File: src/offset_corr_pkg.sv
// shared constants, field layout and carrier types of the offset correction block
// assumes one sample clock; register indices are word indices on AXI4-Lite
package offset_corr_pkg;

    // widths
    localparam int AXI_ADDR_W = 12;
    localparam int AXI_DATA_W = 32;
    localparam int SAMPLE_W = 12;
    localparam int ERR_W = 14;
    localparam int ACC_W = 46;
    localparam int IDX_W = 8;
    localparam int IDX_LSB = 2;

    // register indices, byte address is four times the index
    localparam logic [IDX_W-1:0] IDX_FORMAT_CTRL = 8'h3D;
    localparam logic [IDX_W-1:0] IDX_DIGITAL_MODE = 8'h42;
    localparam logic [IDX_W-1:0] IDX_LOOP_CTRL = 8'hCF;
    localparam logic [IDX_W-1:0] IDX_HF_TUNING = 8'hD8;
    localparam logic [IDX_W-1:0] IDX_TARGET_SHIFT = 8'hD9;
    localparam logic [IDX_W-1:0] IDX_SPEED_SEL = 8'hDF;
    localparam logic [IDX_W-1:0] IDX_EST_STATUS = 8'hE0;

    // field positions
    localparam int FMT_EN_BIT = 5;
    localparam int DIG_EN_BIT = 3;
    localparam int HF_BIT = 0;
    localparam int PED_LSB = 4;
    localparam int PED_MSB = 7;
    localparam int HOLD_BIT = 7;
    localparam int SPAN_LSB = 2;
    localparam int SPAN_MSB = 5;
    localparam int SPEED_LSB = 4;
    localparam int SPEED_MSB = 5;
    localparam int STAT_ACTIVE_BIT = 31;
    localparam int STAT_HOLD_BIT = 30;

    // reset values and codes
    localparam logic [7:0] REG_RESET = 8'h00;
    localparam logic [1:0] LOW_SPEED_CODE = 2'h3;
    localparam logic [SAMPLE_W-1:0] MID_CODE = 12'h800;
    localparam logic [SAMPLE_W-1:0] SAMPLE_MAX = 12'hFFF;
    localparam logic [5:0] SPAN_BASE_SHIFT = 6'h14;
    localparam logic [3:0] SPAN_MAX_CODE = 4'hB;
    localparam logic [1:0] RESP_OKAY = 2'h0;
    localparam logic [1:0] RESP_SLVERR = 2'h2;

    typedef struct packed {
        logic enable;
        logic hold;
        logic [3:0] span;
        logic signed [3:0] pedestal;
    } loop_cfg_t;

    // loop span code to averaging shift, 2^20 cycles at code 0, capped at code 11
    function automatic logic [5:0] span_shift(input logic [3:0] span);
        logic [3:0] c;
        c = (span > SPAN_MAX_CODE) ? SPAN_MAX_CODE : span;
        span_shift = SPAN_BASE_SHIFT + {2'h0, c};
    endfunction

    // clamp a signed difference into the unsigned code range
    function automatic logic [SAMPLE_W-1:0] sat_code(input logic signed [ERR_W:0] v);
        if (v < 0) begin
            sat_code = '0;
        end else if (v > $signed({3'h0, SAMPLE_MAX})) begin
            sat_code = SAMPLE_MAX;
        end else begin
            sat_code = v[SAMPLE_W-1:0];
        end
    endfunction

endpackage

File: src/offset_corr_top.sv
// offset correction loop with its mode registers behind an AXI4-Lite slave
// assumes REF_CLK is the 100 MHz sample clock and the AXI master shares it
//
// Chosen here: the AXI4-Lite slave port.
`timescale 1ns/10ps
`default_nettype none
module offset_corr_top (
    // clock and reset
    input wire logic REF_CLK,
    input wire logic NRST,
    // AXI4-Lite write address
    input wire logic [offset_corr_pkg::AXI_ADDR_W-1:0] S_AXI_AWADDR,
    input wire logic [2:0] S_AXI_AWPROT,
    input wire logic S_AXI_AWVALID,
    output logic S_AXI_AWREADY,
    // AXI4-Lite write data
    input wire logic [offset_corr_pkg::AXI_DATA_W-1:0] S_AXI_WDATA,
    input wire logic [3:0] S_AXI_WSTRB,
    input wire logic S_AXI_WVALID,
    output logic S_AXI_WREADY,
    // AXI4-Lite write response
    output logic [1:0] S_AXI_BRESP,
    output logic S_AXI_BVALID,
    input wire logic S_AXI_BREADY,
    // AXI4-Lite read address
    input wire logic [offset_corr_pkg::AXI_ADDR_W-1:0] S_AXI_ARADDR,
    input wire logic [2:0] S_AXI_ARPROT,
    input wire logic S_AXI_ARVALID,
    output logic S_AXI_ARREADY,
    // AXI4-Lite read data
    output logic [offset_corr_pkg::AXI_DATA_W-1:0] S_AXI_RDATA,
    output logic [1:0] S_AXI_RRESP,
    output logic S_AXI_RVALID,
    input wire logic S_AXI_RREADY,
    // sample path
    input wire logic [offset_corr_pkg::SAMPLE_W-1:0] SAMPLE_IN,
    output logic [offset_corr_pkg::SAMPLE_W-1:0] SAMPLE_OUT,
    // mode outputs to the analog side
    output logic HIGH_FREQ_MODE,
    output logic LOW_SPEED_MODE,
    output logic CORR_ACTIVE
);
    import offset_corr_pkg::*;

    typedef enum logic [1:0] {
        W_IDLE = 2'b01,
        W_RESP = 2'b10
    } wr_state_t;

    typedef enum logic [1:0] {
        R_IDLE = 2'b01,
        R_DATA = 2'b10
    } rd_state_t;

    // write channel state
    wr_state_t wr_state_r;
    wr_state_t wr_state_nxt;
    logic aw_got_r;
    logic aw_got_nxt;
    logic w_got_r;
    logic w_got_nxt;
    logic [IDX_W-1:0] aw_idx_r;
    logic [IDX_W-1:0] aw_idx_nxt;
    logic [7:0] w_byte_r;
    logic [7:0] w_byte_nxt;
    logic w_lane_r;
    logic w_lane_nxt;
    logic [1:0] bresp_r;
    logic [1:0] bresp_nxt;
    logic wr_fire;

    // read channel state
    rd_state_t rd_state_r;
    rd_state_t rd_state_nxt;
    logic [AXI_DATA_W-1:0] rdata_r;
    logic [AXI_DATA_W-1:0] rdata_nxt;
    logic [1:0] rresp_r;
    logic [1:0] rresp_nxt;

    // register file
    logic fmt_en_r;
    logic fmt_en_nxt;
    logic dig_en_r;
    logic dig_en_nxt;
    logic hold_r;
    logic hold_nxt;
    logic [3:0] span_r;
    logic [3:0] span_nxt;
    logic hf_r;
    logic hf_nxt;
    logic [3:0] ped_r;
    logic [3:0] ped_nxt;
    logic [1:0] speed_r;
    logic [1:0] speed_nxt;

    // sample path
    loop_cfg_t cfg;
    logic active;
    logic signed [ERR_W-1:0] estimate;

    // index decode for the write response; the read channel decodes indices in its own case
    function automatic logic idx_mapped(input logic [IDX_W-1:0] idx, input logic wr);
        unique case (idx)
            IDX_FORMAT_CTRL, IDX_DIGITAL_MODE, IDX_LOOP_CTRL,
            IDX_HF_TUNING, IDX_TARGET_SHIFT, IDX_SPEED_SEL: idx_mapped = 1'b1;
            IDX_EST_STATUS: idx_mapped = !wr;
            default: idx_mapped = 1'b0;
        endcase
    endfunction

    // write channel: address and data taken in either order, response after both
    assign S_AXI_AWREADY = (wr_state_r == W_IDLE) && !aw_got_r;
    assign S_AXI_WREADY = (wr_state_r == W_IDLE) && !w_got_r;

    always_comb begin
        wr_state_nxt = wr_state_r;
        aw_got_nxt = aw_got_r;
        w_got_nxt = w_got_r;
        aw_idx_nxt = aw_idx_r;
        w_byte_nxt = w_byte_r;
        w_lane_nxt = w_lane_r;
        bresp_nxt = bresp_r;
        wr_fire = 1'b0;
        unique case (wr_state_r)
            W_IDLE: begin
                if (S_AXI_AWVALID && S_AXI_AWREADY) begin
                    aw_got_nxt = 1'b1;
                    aw_idx_nxt = S_AXI_AWADDR[IDX_LSB +: IDX_W];
                end
                if (S_AXI_WVALID && S_AXI_WREADY) begin
                    w_got_nxt = 1'b1;
                    w_byte_nxt = S_AXI_WDATA[7:0];
                    w_lane_nxt = S_AXI_WSTRB[0];
                end
                if (aw_got_r && w_got_r) begin
                    wr_fire = 1'b1;
                    aw_got_nxt = 1'b0;
                    w_got_nxt = 1'b0;
                    bresp_nxt = idx_mapped(aw_idx_r, 1'b1) ? RESP_OKAY : RESP_SLVERR;
                    wr_state_nxt = W_RESP;
                end
            end
            W_RESP: begin
                if (S_AXI_BREADY) begin
                    wr_state_nxt = W_IDLE;
                end
            end
        endcase
    end

    always_ff @(posedge REF_CLK or negedge NRST) begin
        if (!NRST) begin
            wr_state_r <= W_IDLE;
            aw_got_r <= 1'b0;
            w_got_r <= 1'b0;
            aw_idx_r <= '0;
            w_byte_r <= '0;
            w_lane_r <= 1'b0;
            bresp_r <= RESP_OKAY;
        end else begin
            wr_state_r <= wr_state_nxt;
            aw_got_r <= aw_got_nxt;
            w_got_r <= w_got_nxt;
            aw_idx_r <= aw_idx_nxt;
            w_byte_r <= w_byte_nxt;
            w_lane_r <= w_lane_nxt;
            bresp_r <= bresp_nxt;
        end
    end

    assign S_AXI_BVALID = (wr_state_r == W_RESP);
    assign S_AXI_BRESP = bresp_r;

    // register file; only byte lane 0 carries register bits
    // reserved bits are not stored, so software writing them nonzero is harmless
    always_comb begin
        fmt_en_nxt = fmt_en_r;
        dig_en_nxt = dig_en_r;
        hold_nxt = hold_r;
        span_nxt = span_r;
        hf_nxt = hf_r;
        ped_nxt = ped_r;
        speed_nxt = speed_r;
        if (wr_fire && w_lane_r) begin
            unique case (aw_idx_r)
                IDX_FORMAT_CTRL: fmt_en_nxt = w_byte_r[FMT_EN_BIT];
                IDX_DIGITAL_MODE: dig_en_nxt = w_byte_r[DIG_EN_BIT];
                IDX_LOOP_CTRL: begin
                    hold_nxt = w_byte_r[HOLD_BIT];
                    span_nxt = w_byte_r[SPAN_MSB:SPAN_LSB];
                end
                IDX_HF_TUNING: hf_nxt = w_byte_r[HF_BIT];
                IDX_TARGET_SHIFT: ped_nxt = w_byte_r[PED_MSB:PED_LSB];
                IDX_SPEED_SEL: speed_nxt = w_byte_r[SPEED_MSB:SPEED_LSB];
                default: begin
                end
            endcase
        end
    end

    always_ff @(posedge REF_CLK or negedge NRST) begin
        if (!NRST) begin
            fmt_en_r <= REG_RESET[FMT_EN_BIT];
            dig_en_r <= REG_RESET[DIG_EN_BIT];
            hold_r <= REG_RESET[HOLD_BIT];
            span_r <= REG_RESET[SPAN_MSB:SPAN_LSB];
            hf_r <= REG_RESET[HF_BIT];
            ped_r <= REG_RESET[PED_MSB:PED_LSB];
            speed_r <= REG_RESET[SPEED_MSB:SPEED_LSB];
        end else begin
            fmt_en_r <= fmt_en_nxt;
            dig_en_r <= dig_en_nxt;
            hold_r <= hold_nxt;
            span_r <= span_nxt;
            hf_r <= hf_nxt;
            ped_r <= ped_nxt;
            speed_r <= speed_nxt;
        end
    end

    // read channel: one read at a time, data registered
    assign S_AXI_ARREADY = (rd_state_r == R_IDLE);

    always_comb begin
        rd_state_nxt = rd_state_r;
        rdata_nxt = rdata_r;
        rresp_nxt = rresp_r;
        unique case (rd_state_r)
            R_IDLE: begin
                if (S_AXI_ARVALID) begin
                    rdata_nxt = '0;
                    rresp_nxt = RESP_OKAY;
                    unique case (S_AXI_ARADDR[IDX_LSB +: IDX_W])
                        IDX_FORMAT_CTRL: rdata_nxt[FMT_EN_BIT] = fmt_en_r;
                        IDX_DIGITAL_MODE: rdata_nxt[DIG_EN_BIT] = dig_en_r;
                        IDX_LOOP_CTRL: begin
                            rdata_nxt[HOLD_BIT] = hold_r;
                            rdata_nxt[SPAN_MSB:SPAN_LSB] = span_r;
                        end
                        IDX_HF_TUNING: rdata_nxt[HF_BIT] = hf_r;
                        IDX_TARGET_SHIFT: rdata_nxt[PED_MSB:PED_LSB] = ped_r;
                        IDX_SPEED_SEL: rdata_nxt[SPEED_MSB:SPEED_LSB] = speed_r;
                        IDX_EST_STATUS: begin
                            // live estimate, sign-extended, with loop state on top
                            rdata_nxt[ERR_W-1:0] = estimate;
                            rdata_nxt[STAT_HOLD_BIT-1:ERR_W] =
                                {(STAT_HOLD_BIT-ERR_W){estimate[ERR_W-1]}};
                            rdata_nxt[STAT_HOLD_BIT] = active && hold_r;
                            rdata_nxt[STAT_ACTIVE_BIT] = active;
                        end
                        default: rresp_nxt = RESP_SLVERR;
                    endcase
                    rd_state_nxt = R_DATA;
                end
            end
            R_DATA: begin
                if (S_AXI_RREADY) begin
                    rd_state_nxt = R_IDLE;
                end
            end
        endcase
    end

    always_ff @(posedge REF_CLK or negedge NRST) begin
        if (!NRST) begin
            rd_state_r <= R_IDLE;
            rdata_r <= '0;
            rresp_r <= RESP_OKAY;
        end else begin
            rd_state_r <= rd_state_nxt;
            rdata_r <= rdata_nxt;
            rresp_r <= rresp_nxt;
        end
    end

    assign S_AXI_RVALID = (rd_state_r == R_DATA);
    assign S_AXI_RDATA = rdata_r;
    assign S_AXI_RRESP = rresp_r;

    // correction runs only with the enable set and low latency turned off
    assign active = fmt_en_r && dig_en_r;

    always_comb begin
        cfg.enable = active;
        cfg.hold = hold_r;
        cfg.span = span_r;
        cfg.pedestal = $signed(ped_r);
    end

    offset_estimator u_est (
        .clk(REF_CLK),
        .rst_n(NRST),
        .cfg(cfg),
        .sample(SAMPLE_IN),
        .estimate(estimate)
    );

    sample_corrector u_corr (
        .clk(REF_CLK),
        .rst_n(NRST),
        .active(active),
        .sample(SAMPLE_IN),
        .estimate(estimate),
        .sample_out(SAMPLE_OUT)
    );

    assign HIGH_FREQ_MODE = hf_r;
    // only the full code enables it; 00, 01, 10 stay disabled
    assign LOW_SPEED_MODE = (speed_r == LOW_SPEED_CODE);
    assign CORR_ACTIVE = active;

endmodule
`default_nettype wire

File: src/offset_estimator.sv
// first-order averaging estimate of the output offset against mid-code plus pedestal
// assumes samples arrive once per clock, offset binary
`timescale 1ns/10ps
`default_nettype none
module offset_estimator (
    // clock and reset
    input wire logic clk,
    input wire logic rst_n,
    // configuration and samples
    input wire offset_corr_pkg::loop_cfg_t cfg,
    input wire logic [offset_corr_pkg::SAMPLE_W-1:0] sample,
    // estimate
    output logic signed [offset_corr_pkg::ERR_W-1:0] estimate
);
    import offset_corr_pkg::*;

    logic signed [ACC_W-1:0] acc_r;
    logic signed [ACC_W-1:0] acc_nxt;
    logic signed [ERR_W-1:0] est_r;
    logic signed [ERR_W-1:0] est_nxt;
    logic signed [ERR_W-1:0] target;
    logic signed [ERR_W-1:0] err;
    logic signed [ACC_W-1:0] decay;
    logic [5:0] sh;

    always_comb begin
        sh = span_shift(cfg.span);
        // converged output is mid-code shifted by the signed pedestal
        target = $signed({2'h0, MID_CODE}) + ERR_W'(cfg.pedestal);
        err = $signed({2'h0, sample}) - target;
        decay = acc_r >>> sh;
        acc_nxt = acc_r;
        // hold freezes the accumulator; disabled loop also freezes it
        if (cfg.enable && !cfg.hold) begin
            acc_nxt = acc_r + ACC_W'(err) - decay;
        end
        est_nxt = ERR_W'(acc_nxt >>> sh);
    end

    always_ff @(posedge clk or negedge rst_n) begin
        if (!rst_n) begin
            acc_r <= '0;
            est_r <= '0;
        end else begin
            acc_r <= acc_nxt;
            est_r <= est_nxt;
        end
    end

    assign estimate = est_r;

endmodule
`default_nettype wire

File: src/sample_corrector.sv
// subtracts the offset estimate from each sample, or passes the sample untouched
// assumes estimate and sample are on the same clock
`timescale 1ns/10ps
`default_nettype none
module sample_corrector (
    // clock and reset
    input wire logic clk,
    input wire logic rst_n,
    // control and data
    input wire logic active,
    input wire logic [offset_corr_pkg::SAMPLE_W-1:0] sample,
    input wire logic signed [offset_corr_pkg::ERR_W-1:0] estimate,
    // corrected sample
    output logic [offset_corr_pkg::SAMPLE_W-1:0] sample_out
);
    import offset_corr_pkg::*;

    logic [SAMPLE_W-1:0] out_r;
    logic [SAMPLE_W-1:0] out_nxt;

    always_comb begin
        out_nxt = sample;
        if (active) begin
            // saturate rather than wrap at the code range ends
            out_nxt = sat_code($signed({3'h0, sample}) - (ERR_W+1)'(estimate));
        end
    end

    always_ff @(posedge clk or negedge rst_n) begin
        if (!rst_n) begin
            out_r <= '0;
        end else begin
            out_r <= out_nxt;
        end
    end

    assign sample_out = out_r;

endmodule
`default_nettype wire

File: config.mk
export PLATFORM = sky130hd
export DESIGN_NAME = offset_corr_top
export DESIGN_NICKNAME = d
export VERILOG_FILES = /design/src/offset_corr_pkg.sv /design/src/offset_corr_top.sv /design/src/offset_estimator.sv /design/src/sample_corrector.sv
export SDC_FILE = /design/constraint.sdc
export NUM_CORES = 1
export LEC_CHECK = 0
export BUFFER_PORTS_ARGS = -buffer_cell sky130_fd_sc_hd__buf_4
export CAP_MARGIN = 0
export CORE_UTILIZATION = 39
export DETAILED_ROUTE_END_ITERATION = 10
export PLACE_DENSITY = 0.67
export SYNTH_ARGS = -nofsm -noshare
export SYNTH_HDL_FRONTEND = slang
export SYNTH_SLANG_ARGS = --single-unit
export TNS_END_PERCENT = 30
File: constraint.sdc
create_clock -name REF_CLK -period 20.3 [get_ports REF_CLK]
set_input_delay 2.03 -clock REF_CLK [delete_from_list [all_inputs] [get_ports REF_CLK]]
set_output_delay 2.03 -clock REF_CLK [all_outputs]
set_load 0.005 [all_outputs]
# Word level (Yosys, flattened, before mapping)
# Index checks and enable logic that the tools add are counted.
totals:
  register_bits: 145
  output_inout_bits: 56
  wordCells: 114
  in_bits: 85
op_classes:
  n_addsub: 6
  reduce_logical: 30
  n_eq_ne: 22
  n_shift: 2
  muxes: 31
  n_lt_le_gt_ge: 3
ops:
  columns: ["op", "count"]
  rows:
  - ["8-bit == test, second input constant", 9]
  - ["46-bit by 14-bit adder with 46-bit output", 1]
  - ["46-bit two-way mux", 1]
  - ["46-bit by 6-bit >>> shifter with 14-bit output", 1]
  - ["46-bit by 6-bit >>> shifter with 46-bit output", 1]
  - ["46-bit subtractor", 1]
  - ["12-bit two-way mux", 3]
  - ["2-bit AND reduction", 14]
  - ["24-bit two-way mux", 1]
  - ["8-bit by 6-bit == test with 1-bit output, second input constant", 2]
  - ["8-bit by 7-bit == test with 1-bit output, second input constant", 2]
  - ["15-bit by 13-bit > comparator with 1-bit output, second input constant", 1]
  - ["15-bit by 1-bit less-than comparator with 1-bit output, second input constant", 1]
  - ["13-bit by 14-bit subtractor with 15-bit output", 1]
  - ["13-bit by 4-bit adder with 14-bit output, first input constant", 1]
  - ["13-bit by 14-bit subtractor with 14-bit output", 1]
  - ["2-bit two-way mux", 6]
  - ["1-bit two-way mux", 10]
  - ["1-bit logical AND", 9]
  - ["2-bit one-hot mux with 2 select lines", 2]
  - ["7-bit OR reduction", 1]
  - ["5-bit by 4-bit adder with 6-bit output, first input constant", 1]
  - ["2-bit == test, second input constant", 3]
  - ["2-bit by 1-bit != test with 1-bit output, second input constant", 3]
  - ["other kinds (11)", 18]

# Depth between registers and ports, before layout
# Gate-level depths: netlist of the first run.
depth:
  depth_word: 7
  ltp_mapped: 31
  depth_no_buf: 30

# By module
# A second synthesis of the first run with hierarchy kept.
hier_totals:
  cells_unflattened: 1562
  area_unflattened_um2: 12839.8
by_module_without_submodules:
  columns: ["mod", "seq_area_each_um2", "cells_each", "instances", "area_per_inst_um2"]
  rows:
  - ["offset_estimator", 1501.4, 1181, 1, 8992.4]
  - ["offset_corr_top", 1353.8, 241, 1, 2616.3]
  - ["sample_corrector", 300.3, 140, 1, 1231.2]

# Worst setup path after synthesis of the first run
# OpenSTA, ideal clock, no wires.
synth_timing:
  path_type: "input to register"
  startpoint: "in SAMPLE_IN[1] (netlist bit)"
  endpoint: "reg u_est.est_r[10] (netlist: u_est.estimate[10])"
  n_path_buf: 1
  required_time_ps: 20167
  setup_time_ps: 133
  arrival_ps: 9809
  path_stages: 28
  slack_ps: 10358
  cell_sequence: "ha_1 ha_1 inv_1 fa_1 inv_1 a21oi_1 o21bai_1 a21oi_1 o21bai_1 a21o_1 a31o_2 a21oi_1 o21bai_1 fa_1 inv_1 ha_1 clkbuf_1 a21oi_1 o21ai_1 a31o_1 a31oi_1 o221ai_1 or3_1 nand3_1 o21ai_1 mux2_2 o2bb2a_1 o211ai_1"
synth_via:
  elab_chain_len: 5
synth_rtl:
  columns: ["element", "line_no", "text"]
  rows:
  - ["start, declared", "offset_corr_top.sv:36", "input wire logic [offset_corr_pkg::SAMPLE_W-1:0] SAMPLE_IN,"]
  - ["13-bit by 14-bit subtractor with 14-bit output", "offset_estimator.sv:30", "err = $signed({2'h0, sample}) - target;"]
  - ["46-bit by 14-bit adder with 46-bit output", "offset_estimator.sv:35", "acc_nxt = acc_r + ACC_W'(err) - decay;"]
  - ["46-bit subtractor", "offset_estimator.sv:35", null]
  - ["46-bit two-way mux", "offset_estimator.sv:34", "if (cfg.enable && !cfg.hold) begin"]
  - ["named net u_est.acc_nxt[39]", "offset_estimator.sv:18", "logic signed [ACC_W-1:0] acc_nxt;"]
  - ["46-bit by 6-bit >>> shifter with 14-bit output", "offset_estimator.sv:37", "est_nxt = ERR_W'(acc_nxt >>> sh);"]
  - ["named net u_est.est_nxt[10]", "offset_estimator.sv:20", "logic signed [ERR_W-1:0] est_nxt;"]
  - ["end signal, assigned", "offset_estimator.sv:46", "est_r <= est_nxt;"]
  - ["end, declared", "offset_estimator.sv:19", "logic signed [ERR_W-1:0] est_r;"]
# The timed path passes the listed nets, and every way through them passes these cells.
# A chain may end at the register's enable or synchronous reset.

# Final worst setup path of the first run
layout_timing:
  startpoint: "in SAMPLE_IN[1] (netlist bit)"
  endpoint: "reg u_est.est_r[8] (netlist: u_est.estimate[8])"
# The elaborated chain is that of the path after synthesis.

==> results of run 1 <==
[cells in the final DEF, fill, tap and decap left out, drive strengths merged, types with 34 or more instances in the layout]
cell,n
o21ai,101
a21oi,120
inv,193
nand2,186
ha,81
dfrtp,124
buf,111
mux2i,38
fa,48
mux2,34
nor2,100
[power by group]
part,switching (mW),total (mW),leakage [nW],internal [mW]
Sequential,0.0212,0.297,1.42,0.276
Clock,0.148,0.315,0.295,0.167
Combinational,0.201,0.339,5.20,0.138
Total,0.370,0.951,6.91,0.581
[metal layers]
layer  global-route usage [%]  vias to the layer above
met2                     35.0                      356
li1                         -                     5368
met3                     3.83                       68
met1                     28.4                     5352
met5                        0                        -
met4                     8.31                        0
[cell type report]
type	instances	area, µm²
Clock buffer	17	425
Clock inverter	15	188
Fill cell	3104	17700
Inverter	185	694
Multi-Input combinational cell	1112	8050
Sequential cell	126	3160
Tap cell	402	503
Timing Repair Buffer	111	833
[worst max-delay path: cells and delay by family]
family / cells / cell delay [ns]
adder cells (fa/ha/maj): 5 / 1.72
multiplexers: 1 / 0.32
AND/OR/NAND/NOR: 3 / 0.77
AO/OA/AOI/OAI: 15 / 2.78
buffers and inverters: 5 / 0.91
[per-stage QoR]
stage	utilization, %	cells
after global placement	42.0	1936
after detailed placement	42.0	1936
final	43.9	1968
after CTS	43.9	1968
after global routing	43.9	1968
after floorplan	-	1533
[kinds of logic (layout without fill, tap and decap cells)]
logic type / Yosys count / in the layout
compound gates: 419 / 419
xor+xnor: 42 / 42
fa+ha+maj: 129 / 129
buf+inv: 295 / 328
flops: 126 / 126
mux: 72 / 72
other cells: 1 / 2
simple gates: 448 / 448
[Yosys cell counts, drive strengths merged (11+ instances only)]
master and instances:
nand2 186, inv 185, dfrtp 124, a21oi 120
o21ai 101, nor2 100, ha 81, clkbuf 74
fa 48, mux2i 38, buf 36, mux2 34
nand3 29, nor3 28, a21o 26, nand4 26
a31oi 24, xnor2 21, xor2 20, a221o 17
and3 16, o211ai 16, o21a 16, a211oi 12
and2 11, o21bai 11
[sequential cells by signal, summed over array words and instances, names as in the netlist, 4 cells and up]
name / cells
u_est.acc_r: 46
w_byte_r: 7
u_est.estimate: 14
aw_idx_r: 8
ped_r: 4
S_AXI_RDATA: 16
u_corr.sample_out: 12
span_r: 4
[path summary, 6_finish.rpt]
path / from / to / cells after the start
setup / recovery: SAMPLE_IN[1] / u_est.estimate[8]$_DFF_PN0_ / 29
hold / removal: u_est.acc_r[7]$_DFF_PN0_ / u_est.acc_r[7]$_DFF_PN0_ / 2
setup reg to reg: ped_r[3]$_DFFE_PN0P_ / u_est.estimate[12]$_DFF_PN0_ / 26
hold reg to reg: u_est.acc_r[7]$_DFF_PN0_ / u_est.acc_r[7]$_DFF_PN0_ / 2
max in group asynchronous: NRST / u_est.estimate[7]$_DFF_PN0_ / 2
min in group asynchronous: NRST / u_corr.sample_out[3]$_DFF_PN0_ / 1
==> results, run 1 <==
- Gates resized during post-CTS repair numbered 0.
- STA puts the critical path data arrival time at 8.56 ns.
- Counting along the longest clock path gives a buffer depth of 2.
- The number of rows created at floorplan is 65.
- Counting flops with a built-in enable in the synthesized netlist gives 0.
- The most frequently used flop master after synthesis is sky130_fd_sc_hd__dfrtp_1.
- Summed over all failing endpoints, the final setup total negative slack is 0 ns.
- The initial utilization of the core area, before any placement, comes to 39.6%.
- Summing all placed instances gives a cell area of 13,200 µm².
- The number of design-rule violations left by the first detailed-router iteration is 942.
- Compared with the post-synthesis result, the final layout area differs by 10.8%.
- The clock-pin slew on the worst setup and hold paths is 0.06 ns.
- The post-synthesis share of cell area spent on full adders, half adders and majority gates is 15.8%.
- The clock latency reported for the late side of the worst-skew pair is 0.44 ns.
- The routed metal-1 wirelength is 15.2 mm.
- During synthesis, Yosys emitted a total of 0 warnings.
- Wire segments on met2 add up to 16.2 mm in the final route.
- The number of H-tree branching levels is 4.
- The final cycle utilization of the critical path is 40.9%.
- Of the post-synthesis cell area, the part taken by muxes is 6.13%.
- Setup repair after global routing left no endpoint under its margin.
- In this run the clock root is driven by a sky130_fd_sc_hd__clkbuf_16.
- For the pin with the worst max-slew slack, the measured transition is 1.01 ns.
- The die is 181 µm tall.
- The proportion of netlist area held by the largest area contributor is 24.8%.
- The total track usage is 21.5%.
- The worst setup path is launched from a primary input.
- The overall power consumption is 0.951 mW.
- The worst vdd rail ir drop is 0.0536 mV.
- In this run the cell area of the synthesized design comes to 12,500 µm².
- The number of library cell types mapped by synthesis is 95.
- After detailed routing, the met3 layer carries 2.15 mm of wire.
- The number of antenna repair diodes is 0.
- After synthesis, the largest family of logic cells by area is compound AO/OA/AOI/OAI gates.
- The run finished with clean final reports.
- The clock period minus final worst setup slack is 8.30 ns.
- The number of input and output port buffers inserted is 96.
- The final routed DRC violation total is 0.
- Summed over all cells, the static leakage comes to 6.91 nW.
- The register bit total from synthesis is 126.
- The number of global-route vias before repair is 10,600.
- The maximum number of pins on one net before global-route repair is 86.
- The final weighted congestion in routability-driven placement is 0.937.
- Of the total synthesized cell area, the portion taken by AND, OR, NAND and NOR gates is 16.8%.
- In the routed layout, each cell is associated on average with a via count of 5.66.
- Once detail routing completed, the nets flagged for antenna violations numbered 0.
- The total I/O pin count is 141.
- The die extent in x is 181 µm.
- The final hold violation count is 0.
- For the final database, setup skew stands at 0.0186 ns.
- Along the worst path, the maximum fanout reaches 33.
- Measured against its own limit, the worst slew margin works out to 32.6%.
- The mean instance size in the synthesized netlist is 8.16 µm².
- The first detailed-routing pass ran for 6 iterations.
- The synthesized instance count is 1,532.
- The number of clock sinks is 126.
- After detailed routing, the average wire length per cell comes to 17.6 µm.
- The number of pins exceeding their max-slew limit in the final report is 0.
- The final layout net count is 1,767.
- Detailed placement finished with a half-perimeter wire length of 26.6 mm.
- Data on the critical path is required at its endpoint by 20.56 ns.
- STA classifies the critical path endpoint as a flip-flop.
- The critical path is of the in -> reg type.
- The power density over the cells is 68.7 nW/µm².
- The highest metal layer carrying signal wires in the routed design is met4.
- Summing the areas of all compound-gate instances in the mapped netlist gives 22.2% of the synthesized area.
- In this run the worst hold path is classified as reg -> reg.
- Max-cap violations in this run came to 0.
- The core region area is 31,600 µm².
- After detailed routing, the total wire length is 34.7 mm.
- Cells with a size suffix above 1 make up 14.2% of the layout.
- The initial antenna violation count is 0.
- The worst-path cell with the longest stage delay is sky130_fd_sc_hd__buf_4.
- Setup violations remaining at the end of the flow were counted as 0.
- Hold is met by 0.478 ns.
- The first global-routing pass estimated 56.1 mm of wire.
- Across all setup checks in the final design, the least slack found is 12.00 ns.
- For this run, the slowest stage of the critical path takes 0.57 ns.
- The area enclosed by the die boundary is 32,800 µm².
- After routing the design area is 13,900 µm².
- TritonCTS built the clock tree.
- For this run, the register share of the synthesized area comes to 25.2%.
- For this block, the via count after detailed routing is 11,100.
- The total overflow left after global routing is 0.
- The top cell type by total area after synthesis is sky130_fd_sc_hd__dfrtp_1.
- After synthesis, the cell types taking the most area are sky130_fd_sc_hd__dfrtp_1 25%, sky130_fd_sc_hd__ha_1 8.1%, sky130_fd_sc_hd__fa_1 7.7%, sky130_fd_sc_hd__inv_1 5.6%, sky130_fd_sc_hd__nand2_1 5.5%.
- Of the total synthesized cell area, the portion taken by XOR and XNOR cells is 3.05%.
- In this run, post-CTS hold repair placed 0 buffers.
- The worst setup slack for register-to-register paths is 13.18 ns.
- The pre-CTS setup slack is 11.61 ns.
- Based on the critical path, the design can be clocked at up to 120 MHz.
- Buffers inserted during clock tree synthesis total 17.
- Once the clock tree was built, the setup fixing pass inserted 0 buffers.
- Counting flops with an async set or reset pin after synthesis yields a share of 100%.
Power figures use the tool's default switching activity.
==> run 2: changes to the inputs <==
ABC_AREA = 1   (was unset)
PLACE_DENSITY = 0.69   (was 0.67)
clock period = 6.74 ns   (was 20.3 ns; I/O delays follow)
==> results, run 2 <==
- Status: finished, final reports clean (unchanged).
- The signed area change from the synthesized netlist to the final layout was 11.6% (was 10.8%).
- The routed via count was 13,200 (was 11,100).
- The maximum fanout along the worst path is 14 (was 33).
- The CTS root buffer is sky130_fd_sc_hd__clkbuf_16 (unchanged).
- The placed standard-cell area is 14,400 µm² (was 13,200 µm²).
- The clock latency reported for the late side of the worst-skew pair is 0.43 ns (was 0.44 ns).
- The clock buffer count from CTS is 17 (unchanged).
- The post-layout worst setup margin is 0.982 ns (was 12.00 ns).
- The first-pass GRT wire length is 65.1 mm (was 56.1 mm).
- The clock-pin slew on the worst setup and hold paths was 0.07 ns (was 0.06 ns).
- The final weighted congestion in routability-driven placement is 0.972 (was 0.937).
- The internal power is 1.89 mW (was 0.581 mW).
- The number of rows created at floorplan is 67 (was 65).
- The signal arrival time at the worst endpoint is 6.03 ns (was 8.56 ns).
- The height of the die was 188 µm (was 181 µm).
- The total I/O pin count is 141 (unchanged).
- The count of endpoints failing setup in the final report was 0 (unchanged).
- The number of global-route vias before repair is 12,600 (was 10,600).
- The number of resized instances in the post-cts repair step was 0 (unchanged).
- The global routing usage on met3 came to 4.10% (was 3.83%).
- The synthesized instance count is 2,055 (was 1,532).
- The headroom to the max-slew limit came to 40.5% (was 32.6%).
- Among the stages of the critical path, the cell type that occurs most often is sky130_fd_sc_hd__nand2_1.
- The power density over the cells is 217 nW/µm² (was 68.7 nW/µm²).
- The overall power consumption was 3.25 mW (was 0.951 mW).
- The number of H-tree branching levels is 4 (unchanged).
- The top cell type by total area after synthesis is sky130_fd_sc_hd__dfrtp_1 (unchanged).
- The most common cell in the netlist is sky130_fd_sc_hd__nand2_1 (was sky130_fd_sc_hd__inv_1).
- The buffers inserted during post-CTS setup optimization is 0 (unchanged).
- The number of pins exceeding their max-slew limit in the final report was 0 (unchanged).
- The iteration count of the initial detailed-routing pass is 6 (unchanged).
- The mean instance size in the synthesized netlist came to 6.54 µm² (was 8.16 µm²).
- The initial antenna violation count is 0 (unchanged).
- The number of library cell types mapped by synthesis is 54 (was 95).
- The register bit total from synthesis is 126 (unchanged).
- The number of input and output port buffers inserted is 96 (unchanged).
- The final layout net count came to 2,315 (was 1,767).
- The leakage power total came to 8.29 nW (was 6.91 nW).
- The number of design-rule violations left by the first detailed-router iteration is 1,147 (was 942).
- The final-layout worst hold slack was 0.221 ns (was 0.478 ns).
- The final hold violation count is 0 (unchanged).
- The number of routed nets with antenna violations came to 0 (unchanged).
- The kind of cell with the highest combined delay on the critical path was simple AND/OR/NAND/NOR gates (was compound AO/OA/AOI/OAI gates).
- The maximum number of pins on one net before global-route repair is 52 (was 86).
- The worst setup skew after layout is 0.0309 ns (was 0.0186 ns).
- The final routed DRC violation total is 0 (unchanged).
- The pre-CTS setup slack was 0.897 ns (was 11.61 ns).
- The total track usage is 23.3% (was 21.5%).
- The worst path in the final design needs a cycle of 5.76 ns, including I/O delays and setup.
- The summed area of non-filler cells in the final layout is 15,000 µm² (was 13,900 µm²).
- The hold buffer count at cts is 0 (unchanged).
- The most common cell after layout, fill and taps aside is sky130_fd_sc_hd__nand2_1 (was sky130_fd_sc_hd__inv_1).
- Commonest non-fill, non-tap cells in the layout: 595 x sky130_fd_sc_hd__nand2_1, 373 x sky130_fd_sc_hd__inv_1, 158 x sky130_fd_sc_hd__nand3_1 (was 185 x sky130_fd_sc_hd__inv_1, 183 x sky130_fd_sc_hd__nand2_1, 124 x sky130_fd_sc_hd__dfrtp_1).
- The met1 track utilization from global routing is 30.6% (was 28.4%).
- The initial core utilization is 39.9% (was 39.6%).
- The worst hold path class is in -> async (was reg -> reg).
- The core region area is 33,700 µm² (was 31,600 µm²).
- The die extent in x is 188 µm (was 181 µm).
- The aggregate global routing overflow is 0 (unchanged).
- The maximum count of clock buffers along a single path came to 2 (unchanged).
- The critical path required time was 7.01 ns (was 20.56 ns).
- Main area contributors after synthesis: sky130_fd_sc_hd__dfrtp_1 23%, sky130_fd_sc_hd__nand2_1 17%, sky130_fd_sc_hd__inv_1 10%, sky130_fd_sc_hd__ha_1 7.5%, sky130_fd_sc_hd__fa_1 7.2% (was sky130_fd_sc_hd__dfrtp_1 25%, sky130_fd_sc_hd__ha_1 8.1%, sky130_fd_sc_hd__fa_1 7.7%, sky130_fd_sc_hd__inv_1 5.6%, sky130_fd_sc_hd__nand2_1 5.5%).
- The average wire per standard cell is 15.8 µm (was 17.6 µm).
- The total negative slack for setup checks is 0 ns (unchanged).
- The async set or reset register ratio after synthesis is 100% (unchanged).
- The total net switching power was 1.36 mW (was 0.370 mW).
- The number of enable flip-flop cells after synthesis is 0 (unchanged).
- The combined buffer and inverter count along the critical path is 6 (was 5).
- The critical path capture point type is a flip-flop (unchanged).
- The number of antenna repair diodes is 0 (unchanged).
- The proportion of netlist area held by the largest area contributor is 23.1% (was 24.8%).
- The combinational share of power was 43.8% (was 35.6%).
- The total number of yosys warnings was 0 (unchanged).
- The kind of launch point of the worst setup path is a flip-flop (was primary input).
- The clock share of power is 28.9% (was 33.1%).
- RSZ-0062 raised after global routing: no (unchanged).
- The number of clock sinks is 126 (unchanged).
- The most frequently used flop master after synthesis is sky130_fd_sc_hd__dfrtp_1 (unchanged).
- Commonest cells post-synth: 595 x sky130_fd_sc_hd__nand2_1, 373 x sky130_fd_sc_hd__inv_1, 159 x sky130_fd_sc_hd__nand3_1 (was 185 x sky130_fd_sc_hd__inv_1, 183 x sky130_fd_sc_hd__nand2_1, 124 x sky130_fd_sc_hd__dfrtp_1).
- The worst setup slack for register-to-register paths is 0.98 ns (was 13.18 ns).
- The detailed-route vias per instance is 5.14 (was 5.66).
- The number of flip-flops under the largest register name is 46 (unchanged).
- The total wire length is 40.5 mm (was 34.7 mm).
- The TritonCTS clock tree is done (unchanged).
- The switching fraction of total power is 41.8% (was 38.9%).
- The worst-path cell with the longest stage delay is sky130_fd_sc_hd__fa_1 (was sky130_fd_sc_hd__buf_4).
- The met2 layer usage reported by global route is 38.7% (was 35.0%).
- The achievable clock frequency is 174 MHz.
- The start-to-end type of the worst setup path is reg -> reg (was in -> reg).
- The relative contribution of sequential cells to total power is 27.3% (was 31.2%).
- Dividing the final minimum period by the clock period gives 85.4%.
- The area enclosed by the die boundary is 35,200 µm² (was 32,800 µm²).
- The post-synthesis cell area is 13,400 µm² (was 12,500 µm²).
- The slew of the pin with the lowest slew margin came to 0.891 ns (was 1.01 ns).
- The proportion of synthesized chip area in sequential cells is 23.5% (was 25.2%).
- The max-cap violation count was 0 (unchanged).
- The post-detailed-placement half-perimeter wirelength is 32.5 mm (was 26.6 mm).
- The register bank with the most flops is u_est.acc_r (unchanged).
- The proportion of layout cells with a drive suffix above 1 came to 11.8% (was 14.2%).
- The global-route layer with the greatest usage is met2 (unchanged).
- The worst vdd rail ir drop came to 0.148 mV (was 0.0536 mV).
- The peak per-stage delay on the critical path came to 0.53 ns (was 0.57 ns).
-- run 2: worst paths after layout --
path                                          start                              end  cells past startpoint
max in group asynchronous                      NRST       S_AXI_BRESP[1]$_DFFE_PN0P_                      3
min in group REF_CLK                 S_AXI_WSTRB[0]             w_lane_r$_DFFE_PN0P_                      2
min reg2reg                u_est.acc_r[5]$_DFF_PN0_         u_est.acc_r[5]$_DFF_PN0_                      2
max                            ped_r[3]$_DFFE_PN0P_     u_est.estimate[12]$_DFF_PN0_                     27
max reg2reg                    ped_r[3]$_DFFE_PN0P_     u_est.estimate[12]$_DFF_PN0_                     27
min                                            NRST  u_corr.sample_out[10]$_DFF_PN0_                      1
-- run 2: cell families after synthesis --
family,share of synthesized area (%)
flip-flops,23.5
AND/OR/NAND/NOR,33.5
XOR/XNOR,2.74
buffers and inverters,14.0
AO/OA/AOI/OAI,11.3
adder cells (fa/ha/maj),14.7
multiplexers,0.251
other,0.0279
-- run 2: final cells by class --
cell class | count | area [µm²]
Clock buffer | 19 | 453
Clock inverter | 13 | 130
Fill cell | 3503 | 18700
Inverter | 379 | 1420
Multi-Input combinational cell | 1465 | 8420
Sequential cell | 126 | 3160
Tap cell | 448 | 561
Timing Repair Buffer | 112 | 853
-- run 2: stage by stage --
step	instances	util, %
floorplan	2056	-
global placement	2530	42.8
detailed placement	2530	42.8
CTS	2562	44.5
global route	2562	44.5
finish	2562	44.5
-- run 2: power by group through the flow --
stage / clock network (mW) / registers [mW] / logic [mW]
after global routing: 0.987 / 0.901 / 1.60
final: 0.937 / 0.887 / 1.42
after CTS: 0.951 / 0.887 / 1.41
after detailed placement: 0 / 0.901 / 1.40
after global placement: 0 / 0.898 / 1.38
after floorplan: 0 / 0.892 / 1.01
-- run 2: layer usage --
layer	part of all wire, %	vias up
met2	47	429
met1	44	6189
met3	6.8	55
met5	0	-
met4	2.5	0
li1	-	6507
==> run 3: changes to the inputs <==
RECOVER_POWER = 50   (was unset)
==> results, run 3 (same netlist as run 2, synthesis figures left out) <==
- The number of H-tree branching levels is 4 (unchanged).
- Status: finished with violations (was finished, final reports clean).
- The number of design-rule violations left by the first detailed-router iteration was 1,178 (was 1,147).
- The number of input and output port buffers inserted is 96 (unchanged).
- The initial antenna violation count is 0 (unchanged).
- The achievable clock frequency was 174 MHz (about the same).
- The proportion of layout cells with a drive suffix above 1 is 11.3% (was 11.8%).
- The combined buffer and inverter count along the critical path is 4 (was 6).
- The peak per-stage delay on the critical path was 0.57 ns (was 0.53 ns).
- The total negative slack for setup checks came to 0 ns (unchanged).
- The maximum number of pins on one net before global-route repair came to 52 (unchanged).
- Commonest non-fill, non-tap cells in the layout: 595 x sky130_fd_sc_hd__nand2_1, 373 x sky130_fd_sc_hd__inv_1, 158 x sky130_fd_sc_hd__nand3_1 (unchanged).
- The CTS root buffer is sky130_fd_sc_hd__clkbuf_16 (unchanged).
- The headroom to the max-slew limit is -51.5% (was 40.5%).
- The total I/O pin count was 141 (unchanged).
- The number of antenna repair diodes is 0 (unchanged).
- The post-detailed-placement half-perimeter wirelength is 32.5 mm (unchanged).
- The area enclosed by the die boundary was 35,200 µm² (unchanged).
- The initial core utilization was 39.9% (unchanged).
- The number of flip-flops under the largest register name is 46 (unchanged).
- The aggregate global routing overflow is 0 (unchanged).
- The iteration count of the initial detailed-routing pass was 6 (unchanged).
- The final weighted congestion in routability-driven placement came to 0.972 (unchanged).
- The number of clock sinks came to 126 (unchanged).
- The clock-pin slew on the worst setup and hold paths is 0.07 ns (about the same).
- The slew of the pin with the lowest slew margin is 2.27 ns (was 0.891 ns).
- The critical path required time is 7.03 ns (was 7.01 ns).
- The kind of launch point of the worst setup path is a flip-flop (unchanged).
- The fill cell total of the finished layout came to 3,515 (was 3,503).
- The buffers inserted during post-CTS setup optimization is 0 (unchanged).
- The die extent in x was 188 µm (unchanged).
- The routed via count is 13,200 (about the same).
- The register bank with the most flops was u_est.acc_r (unchanged).
- The first-pass GRT wire length is 65.1 mm (unchanged).
- The signal arrival time at the worst endpoint came to 6.05 ns (was 6.03 ns).
- The met2 layer usage reported by global route is 38.7% (unchanged).
- The count of endpoints failing setup in the final report came to 0 (unchanged).
- The end of the worst register-to-register path is u_est.estimate[10]$_DFF_PN0_ (was u_est.estimate[12]$_DFF_PN0_).
- The final routed DRC violation total is 0 (unchanged).
- The total track usage came to 23.3% (unchanged).
- The leakage power total is 8.24 nW (was 8.29 nW).
- The critical path capture point type is a flip-flop (unchanged).
- The worst vdd rail ir drop is 0.148 mV (about the same).
- The final hold violation count was 0 (unchanged).
- The global-route layer with the greatest usage was met2 (unchanged).
- The power density over the cells is 217 nW/µm² (about the same).
- The final reports fail on max-capacitance violations, max-slew violations.
- The total wire length is 40.6 mm (was 40.5 mm).
- The worst hold path depth is 2.
- The final cycle utilization of the critical path is 85.5% (was 85.4%).
- The clock period minus final worst setup slack came to 5.76 ns (about the same).
- The source of the worst register-to-register timing path is span_r[2]$_DFFE_PN0P_ (was ped_r[3]$_DFFE_PN0P_).
- The height of the die is 188 µm (unchanged).
- The number of pins exceeding their max-slew limit in the final report came to 79 (was 0).
- The number of resized instances in the post-cts repair step is 0 (unchanged).
- RSZ-0062 raised after global routing: no (unchanged).
- The start-to-end type of the worst setup path is reg -> reg (unchanged).
- The overall power consumption came to 3.24 mW (was 3.25 mW).
- The signed area change from the synthesized netlist to the final layout is 11.3% (was 11.6%).
- The length in cells of the worst reg-to-reg path is 26 (was 27).
- The max-cap violation count came to 2 (was 0).
- The TritonCTS clock tree was done (unchanged).
- The detailed-route vias per instance is 5.16 (was 5.14).
- The kind of cell with the highest combined delay on the critical path is simple AND/OR/NAND/NOR gates (unchanged).
- The most common cell after layout, fill and taps aside was sky130_fd_sc_hd__nand2_1 (unchanged).
- The core region area is 33,700 µm² (unchanged).
- The clock latency reported for the late side of the worst-skew pair is 0.44 ns (was 0.43 ns).
- The number of routed nets with antenna violations came to 0 (unchanged).
- The hold buffer count at cts is 0 (unchanged).
- The worst hold path endpoint is w_lane_r$_DFFE_PN0P_.
- The average wire per standard cell is 15.9 µm (was 15.8 µm).
- The global routing usage on met3 is 4.10% (unchanged).
- The clock buffer count from CTS came to 17 (unchanged).
- The maximum fanout along the worst path is 33 (was 14).
- The met1 track utilization from global routing is 30.6% (unchanged).
- The number of global-route vias before repair is 12,600 (unchanged).
- The worst setup skew after layout is 0.0311 ns (was 0.0309 ns).
- The worst hold path class was in -> reg (was in -> async).
- The number of rows created at floorplan came to 67 (unchanged).
- The final layout net count was 2,315 (unchanged).
- The worst-path cell with the longest stage delay is sky130_fd_sc_hd__nor2_4 (was sky130_fd_sc_hd__fa_1).
- The worst setup slack for register-to-register paths came to 0.98 ns (about the same).
- The launch point of the worst hold path is S_AXI_WSTRB[0].
- The maximum count of clock buffers along a single path is 2 (unchanged).
-- run 3: worst max-delay path by stage --
stage                          startpoint  cells after the start                      endpoint  slack [ns]
floorplan                    SAMPLE_IN[1]                     25   u_est.estimate[0]$_DFF_PN0_        0.70
finish              span_r[2]$_DFFE_PN0P_                     26  u_est.estimate[10]$_DFF_PN0_        0.98
detailed placement           SAMPLE_IN[1]                     28  u_est.estimate[12]$_DFF_PN0_        0.90
global placement             SAMPLE_IN[1]                     31  u_est.estimate[10]$_DFF_PN0_        0.98
CTS                  ped_r[3]$_DFFE_PN0P_                     26  u_est.estimate[12]$_DFF_PN0_        1.02
global route         ped_r[3]$_DFFE_PN0P_                     26  u_est.estimate[12]$_DFF_PN0_        0.51
-- run 3: cell type report --
type                    count  area, µm²  share of cell area [%]
multi-input cells        1465       8420                    56.3
flip-flops and latches    126       3160                    21.1
inverters                 379       1420                    9.51
repair buffers            112        816                    5.46
well taps                 448        561                    3.75
clock buffers              19        453                    3.03
clock inverters            13        130                   0.870
-- run 3: power breakdown --
group | internal (mW) | switching [mW]
combinational | 0.502 | 0.913
sequential | 0.842 | 0.0447
clock | 0.536 | 0.403
-- run 3: per-stage QoR --
step / hold WS, ns / util [%] / worst slack [ns] / instance area [µm²] / cells
global placement: 0.466 / 42.8 / 0.979 / 14400 / 2530
floorplan: 0.378 / - / 0.695 / 13400 / 2056
detailed placement: 0.473 / 42.8 / 0.897 / 14400 / 2530
global route: 0.464 / 44.4 / 0.514 / 15000 / 2562
CTS: 0.240 / 44.5 / 1.02 / 15000 / 2562
finish: 0.467 / 44.4 / 0.978 / 15000 / 2562
-- run 3: metal layers --
layer / part of all wire [%] / up-vias
li1: - / 6510
met1: 44 / 6167
met2: 47 / 470
met3: 7.2 / 62
met4: 2.6 / 0
met5: 0 / -
